`config.mk`:
```
export PLATFORM = sky130hd
export DESIGN_NAME = wac_capability
export DESIGN_NICKNAME = d
export VERILOG_FILES = /design/src/logic/wac_pkg.sv /design/src/logic/wac_capability.sv
export SDC_FILE = /design/constraint.sdc
export NUM_CORES = 1
export LEC_CHECK = 0
export ABC_AREA = 1
export BUFFER_PORTS_ARGS = -buffer_cell sky130_fd_sc_hd__buf_2
export CAP_MARGIN = 30
export CORE_MARGIN = 2
export CORE_UTILIZATION = 30
export CTS_CLUSTER_DIAMETER = 50
export DETAILED_ROUTE_END_ITERATION = 16
export PLACE_DENSITY = 0.57
export REMOVE_ABC_BUFFERS = 1
export SYNTH_ARGS = -nofsm -noshare
export SYNTH_HDL_FRONTEND = slang
export SYNTH_SLANG_ARGS = --single-unit
```
`constraint.sdc`:
```
create_clock -name ref_clk -period 7.77 [get_ports ref_clk]
set_input_delay 0.3885 -clock ref_clk [delete_from_list [all_inputs] [get_ports ref_clk]]
set_output_delay 0.3885 -clock ref_clk [all_outputs]
set_load 0.005 [all_outputs]
```
`src/logic/wac_pkg.sv`:
```
/*
 package of the write atomicity capability block: register indices, field layout,
 reset values and the carrier types.
 assumes a 32-bit classic wishbone slave; each register takes one aligned word.
*/
// Operation
// - writes no larger than the normal atomic size are flagged atomic.
// - normal atomic size of all ones makes every write command atomic.
// - normal atomic size defaults to at least 128KB in logical blocks.
// - normal atomic size gives no power failure guarantee.
// - power-fail atomic size is a zero-based count of logical blocks.
// - reported power-fail size never exceeds reported normal size.
// - writes within power-fail size are flagged atomic across power failure or error.
// - failed write within power-fail size requests a return of previous data.
// - failed larger write is flagged as giving no data guarantee.
// - larger namespace power-fail size goes to the namespace field only.
// - vendor config bit 0 set means vendor commands use standard layout.
// - vendor config bits 7:1 and the next byte are reserved.
// - normal atomic size is a zero-based count of logical blocks.
package wac_pkg;
    // register indices; byte address is four times the index
    localparam logic [11:0] WAC_IDX_NORMAL  = 12'h20e;
    localparam logic [11:0] WAC_IDX_PWRFAIL = 12'h210;
    localparam logic [11:0] WAC_IDX_VENDOR  = 12'h212;
    localparam logic [11:0] WAC_IDX_RSVD    = 12'h213;
    localparam logic [11:0] WAC_IDX_SIZECFG = 12'h214;
    localparam logic [11:0] WAC_IDX_NSCFG   = 12'h215;
    localparam logic [11:0] WAC_IDX_STATUS  = 12'h216;
    localparam logic [11:0] WAC_IDX_NSPF    = 12'h217;
    // field positions
    localparam int WAC_POS_PF_CFG     = 16;
    localparam int WAC_POS_VENDOR_CFG = 16;
    localparam int WAC_POS_FAILCNT    = 16;
    // reset values: 128KB with 512-byte blocks is 256 blocks, stored zero-based
    localparam int WAC_LBA_BYTES  = 512;
    localparam int WAC_MIN_BYTES  = 128 * 1024;
    localparam logic [15:0] WAC_RST_NORMAL = 16'((WAC_MIN_BYTES / WAC_LBA_BYTES) - 1);
    localparam logic [15:0] WAC_RST_PF     = 16'h0007;
    localparam logic [15:0] WAC_RST_NSPF   = 16'h0000;
    localparam logic        WAC_RST_VENDOR = 1'b1;
    localparam logic [15:0] WAC_ALL_ATOMIC = 16'hffff;

    typedef struct packed {
        logic        cyc;
        logic        stb;
        logic        we;
        logic [13:0] adr;
        logic [3:0]  sel;
        logic [31:0] dat;
    } wac_wb_req_t;

    typedef struct packed {
        logic        valid;   // one-cycle command strobe
        logic        isWrite;
        logic        failed;  // write completed with failure
        logic [15:0] blocks;  // zero-based block count
    } wac_cmd_t;

    typedef struct packed {
        logic atomic;
        logic pfAtomic;
        logic restorePrev;
        logic noGuarantee;
        logic valid;
    } wac_verdict_t;
endpackage

```
`src/logic/wac_capability.sv`:
```
/*
 write atomicity capability registers and the per-command atomicity verdict.
 assumes a classic wishbone master on ref_clk and a command source on the same clock.
*/
`timescale 1ns/1ps
module wac_capability (
    input  wire logic                  ref_clk,   // 250 MHz clock
    input  wire logic                  rst_b,     // synchronous reset, active low
    input  wire wac_pkg::wac_wb_req_t  wbReq,     // wishbone request
    output logic                       wbAck,     // wishbone acknowledge
    output logic [31:0]                wbDatOut,  // wishbone read data
    input  wire wac_pkg::wac_cmd_t     cmd,       // command classification request
    output wac_pkg::wac_verdict_t      verdict    // registered verdict
);
    import wac_pkg::*;

    typedef struct packed {
        logic         ack;
        logic [31:0]  rdData;
        logic [15:0]  cfgNormal;
        logic [15:0]  cfgPf;
        logic [15:0]  cfgNsPf;
        logic         vendorStd;
        logic [15:0]  failCount;
        wac_verdict_t vd;
    } wac_state_t;

    wac_state_t state;
    wac_state_t next_state;

    logic [15:0] reportPf;
    logic [15:0] reportNsPf;
    logic [11:0] regIdx;
    logic [31:0] readWord;
    logic [31:0] curWord;
    logic [31:0] newWord;
    logic        hit;
    logic        bigNs;

    assign regIdx = wbReq.adr[13:2];
    assign reportPf = (state.cfgPf > state.cfgNormal) ? state.cfgNormal : state.cfgPf;
    assign bigNs = state.cfgNsPf > reportPf;
    assign reportNsPf = bigNs ? state.cfgNsPf : reportPf;

    // read mux; unmapped words read zero
    always_comb begin
        readWord = 32'h0000_0000;
        hit = 1'b1;
        unique case (regIdx)
            WAC_IDX_NORMAL:  readWord = {16'h0000, state.cfgNormal};
            WAC_IDX_PWRFAIL: readWord = {16'h0000, reportPf};
            WAC_IDX_VENDOR:  readWord = {31'h0000_0000, state.vendorStd};
            WAC_IDX_RSVD:    readWord = 32'h0000_0000;
            WAC_IDX_SIZECFG: readWord = {state.cfgPf, state.cfgNormal};
            WAC_IDX_NSCFG:   readWord = {15'h0000, state.vendorStd, state.cfgNsPf};
            WAC_IDX_STATUS:  readWord = {state.failCount, 12'h000, state.vd.noGuarantee,
                                         state.vd.restorePrev, state.vd.pfAtomic,
                                         state.vd.atomic};
            WAC_IDX_NSPF:    readWord = {16'h0000, reportNsPf};
            default:         hit = 1'b0;
        endcase
    end

    // byte-lane merge of write data into the addressed word
    always_comb begin
        curWord = 32'h0000_0000;
        if (regIdx == WAC_IDX_SIZECFG) begin
            curWord = {state.cfgPf, state.cfgNormal};
        end else if (regIdx == WAC_IDX_NSCFG) begin
            curWord = {15'h0000, state.vendorStd, state.cfgNsPf};
        end
        for (int i = 0; i < 4; i++) begin
            newWord[8*i +: 8] = wbReq.sel[i] ? wbReq.dat[8*i +: 8] : curWord[8*i +: 8];
        end
    end

    always_comb begin
        next_state = state;
        next_state.ack = wbReq.cyc & wbReq.stb & ~state.ack;
        next_state.vd.valid = 1'b0;
        next_state.vd.restorePrev = 1'b0;
        next_state.vd.noGuarantee = 1'b0;
        if (wbReq.cyc & wbReq.stb & ~state.ack) begin
            next_state.rdData = hit ? readWord : 32'h0000_0000;
            if (wbReq.we) begin
                if (regIdx == WAC_IDX_SIZECFG) begin
                    next_state.cfgNormal = newWord[15:0];
                    next_state.cfgPf = newWord[WAC_POS_PF_CFG +: 16];
                end else if (regIdx == WAC_IDX_NSCFG) begin
                    next_state.cfgNsPf = newWord[15:0];
                    next_state.vendorStd = newWord[WAC_POS_VENDOR_CFG];
                end
            end
        end
        if (cmd.valid & cmd.isWrite) begin
            next_state.vd.valid = 1'b1;
            // normal size says nothing about power failure, so only pfAtomic covers failures
            next_state.vd.atomic = (state.cfgNormal == WAC_ALL_ATOMIC)
                                 | (cmd.blocks <= state.cfgNormal);
            next_state.vd.pfAtomic = cmd.blocks <= reportPf;
            if (cmd.failed) begin
                next_state.vd.restorePrev = cmd.blocks <= reportPf;
                next_state.vd.noGuarantee = cmd.blocks > reportPf;
                if (state.failCount != 16'hffff) begin
                    next_state.failCount = state.failCount + 16'h0001;
                end
            end
        end
    end

    always_ff @(posedge ref_clk) begin
        if (!rst_b) begin
            state.ack <= 1'b0;
            state.rdData <= 32'h0000_0000;
            state.cfgNormal <= WAC_RST_NORMAL;
            state.cfgPf <= WAC_RST_PF;
            state.cfgNsPf <= WAC_RST_NSPF;
            state.vendorStd <= WAC_RST_VENDOR;
            state.failCount <= 16'h0000;
            state.vd <= '0;
        end else begin
            state <= next_state;
        end
    end

    assign wbAck = state.ack;
    assign wbDatOut = state.rdData;
    assign verdict = state.vd;
endmodule // wac_capability

```
==> impl_metrics.json <==
{
  "status": "completed",
  "tightest_slew_ps": 919,
  "critPathRequiredTime_ps": 7990,
  "synthArstFlopShare_pct": 0,
  "path_delay_family": "simple AND/OR/NAND/NOR gates",
  "die_h_um": 156,
  "max-clock-path-buffers": 2,
  "portBuffers": 109,
  "placeableCoreArea_sq_um": 22700,
  "placed_cell_area_sq_um": 7470,
  "grt_pass1_vias": 6396,
  "p_leak_nw": 3.51,
  "rows": 55,
  "drv_cap": 0,
  "synth_area_per_cell_sq_um": 6.83,
  "synth_warnings": 0,
  "worst_setup_path_start_kind": "flip-flop",
  "critPathKind": "reg -> reg",
  "rsz0062_at_grt": "no",
  "sequentialPowerShare_pct": 49.7,
  "clk_latency_ps": 350,
  "finalSetupViolations": 0,
  "cpPeakStageDelay_ps": 650,
  "met3_usage_pct": 2.08,
  "clkTransAtPathRegs_ps": 70,
  "yosysMostFrequentCell": "nand2_1",
  "layout.nets": 1206,
  "grt_max_degree": 60,
  "seq_area_frac_synth_pct": 29.6,
  "via_count": 6851,
  "grt_util_met1_pct": 24.5,
  "slowest_stage": "o21ai_0",
  "synth_common_cells": "217 x nand2_1, 129 x a21oi_1, 116 x inv_1",
  "synthFlopType": "dfxtp_1",
  "timing.critical_path.mode_cell": "nand2_1",
  "synth.cell_area_sq_um": 6960,
  "cp_num_buf_inv": 1,
  "wl_per_cell_um": 15.7,
  "finClkSkew_ps": 5.67,
  "yosysTopAreaCellShare_pct": 29.6,
  "postCtsHoldBufs": 0,
  "slew_viol_final": 0,
  "dr.pass1.iters": 5,
  "gr-total-overflow": 0,
  "synth-edff-count": 0,
  "wirelength_mm": 21.4,
  "fin_setup_tns_ps": 0,
  "power.density_nw_per_um2": 138,
  "arrival_ps": 4720,
  "syn_inst": 1019,
  "fmax_ghz": 0.222,
  "clk_root_buffer_cell": "clkbuf_16",
  "min_period_over_period_pct": 57.9,
  "final_area_sq_um": 7760,
  "cts_resized": 0,
  "dr.first_iter.drc_count": 483,
  "io_pins": 112,
  "initial_core_util_pct": 30.6,
  "cts_buffers": 9,
  "instances_no_fill": 1359,
  "viasPerCell": 5.04,
  "die_w_um": 156,
  "maxSlewHeadroom_pct": 38.5,
  "busiest_layer": "met2",
  "finalCriticalPeriod_ps": 4500,
  "yosysTopAreaCell": "dfxtp_1",
  "dp_cells": 1343,
  "postRouteAntennaNets": 0,
  "n_antenna_cell": 0,
  "finalPower_w": 0.00107,
  "post_cts_buffers": 0,
  "antenna_found_initial": 0,
  "critPathCaptureType": "flip-flop",
  "met2_usage_pct": 28.6,
  "cts_sinks": 103,
  "cp_cell_sequence": "inv_1 > ha_1 > nand2_1 > nor3_2 > nand2_1 > nand2_2 > nand2_2 > o21ai_0 > ha_1 > nand4_1 > nor3_1 > nand4_2 > nand2_4 > nand2_1 > nand3_1 > nand2_1 > nand2_1 > a21oi_1",
  "sw_frac_of_total_pct": 24.7,
  "synth_cell_types": 45,
  "gr-usage-all-layers_pct": 17.7,
  "drc": 0,
  "drive_above_1_share_pct": 13.4,
  "switching_power_w": 0.000264,
  "place.gp.congestion": 0.896,
  "area_delta_synth_final_pct": 11.6,
  "cts_tree": "done",
  "h-tree-depth": 3,
  "p_int_w": 0.000805,
  "hold_viol": 0,
  "clkPwrFrac_pct": 42.6,
  "peakVddDrop_mv": 0.0902,
  "grt_pass1_wl_mm": 34.1,
  "hpwl_mm": 16.4,
  "die_area_sq_um": 24400,
  "crit_fanout": 32,
  "fin_util_pct": 34.2,
  "combPwrFrac_pct": 7.7,
  "nFillCells": 2499,
  "netlist_top_cells_area": "dfxtp_1 30%, nand2_1 12%, ha_1 11%",
  "ys_seq_elements": 103,
  "hold_path.class": "in -> reg"
}
## flip-flops by register name, summed over array words and instances (netlist names)
register,flops
state,65
verdict,5
wbDatOut,32
wbAck,1
## power groups by stage
stage	Sequential (W)	Combinational, W	Clock (W)
finish	0.000531	0.0000818	0.000456
global route	0.000531	0.0000926	0.000486
CTS	0.000531	0.0000827	0.000467
detailed placement	0.000544	0.0000824	0
global placement	0.000544	0.0000812	0
floorplan	0.000543	0.0000366	0
## final timing paths
kind | end | slack [ps] | cells past startpoint | start
max | wbDatOut[7]$_SDFFE_PN0P_ | 3270 | 18 | state[69]$_SDFFE_PN0P_
min | state[39]$_SDFFE_PN1P_ | 260 | 3 | wbReq[17]
max reg2reg | wbDatOut[7]$_SDFFE_PN0P_ | 3270 | 18 | state[69]$_SDFFE_PN0P_
min reg2reg | wbDatOut[9]$_SDFFE_PN0P_ | 460 | 2 | wbDatOut[9]$_SDFFE_PN0P_
## metrics by stage
| step | hold slack, ps | worst slack (ps) |
|---|---|---|
| final | 260 | 3270 |
| after global routing | 295 | 2800 |
| after CTS | 254 | 3230 |
| after detailed placement | 455 | 3240 |
| after global placement | 450 | 3210 |
| after floorplan | 435 | 4430 |
## final cells by class
cell class	instances	area (sq um)	share of cell area, %
clock buffer	14	274	3.53
multi-input combinational	718	4000	51.6
timing repair buffer	116	598	7.71
tap	285	357	4.59
sequential	103	2060	26.6
clock inverter	2	13.8	0.177
inverter	121	454	5.85
## cell families (layout without fill, tap and decap cells)
| group | Yosys count | after routing | synth area share (%) |
|---|---|---|---|
| simple gates | 355 | 355 | 21.8 |
| compound gates | 291 | 291 | 23.1 |
| buf+inv | 198 | 253 | 12.8 |
| flops | 103 | 103 | 29.6 |
| fa+ha+maj | 63 | 63 | 11.3 |
| mux | 8 | 8 | 1.15 |
| xor+xnor | 1 | 1 | 0.126 |
## worst register-to-register path, cell delays in order (launching register included)
cell     delay (ps)
dfxtp_1         380
inv_1           130
ha_1            310
nand2_1         100
nor3_2          270
nand2_1         100
nand2_2          90
nand2_2         320
o21ai_0         660
ha_1            260
nand4_1         120
nor3_1          380
nand4_2         520
nand2_4         370
nand2_1          80
nand3_1          80
nand2_1          60
nand2_1          70
a21oi_1          70
## per-layer routing
layer / share of wire, % / wire [um]
met4: 2.1 / 458
met2: 44 / 9500
met5: 0 / 0
met1: 48 / 10400
met3: 5.1 / 1080
## cell usage in the layout (no fill, tap or decap), types with 4 or more instances in the layout
master / netlist / routed
ha_1: 63 / 63
dfxtp_1: 103 / 103
o21ai_0: 99 / 99
mux2i_1: 8 / 8
nor4_1: 8 / 8
nor2_1: 42 / 41
clkbuf_16: 0 / 9
inv_1: 116 / 116
a21oi_1: 129 / 129
nor3_1: 14 / 14
buf_2: 3 / 109
a221oi_1: 5 / 5
a31oi_1: 4 / 4
nand4_1: 12 / 12
o22ai_1: 15 / 15
nand3_1: 50 / 50
clkinv_1: 4 / 4
nand2_1: 217 / 217
buf_4: 37 / 7
o211ai_1: 18 / 18
No activity file was read; power rests on OpenSTA's default activity.
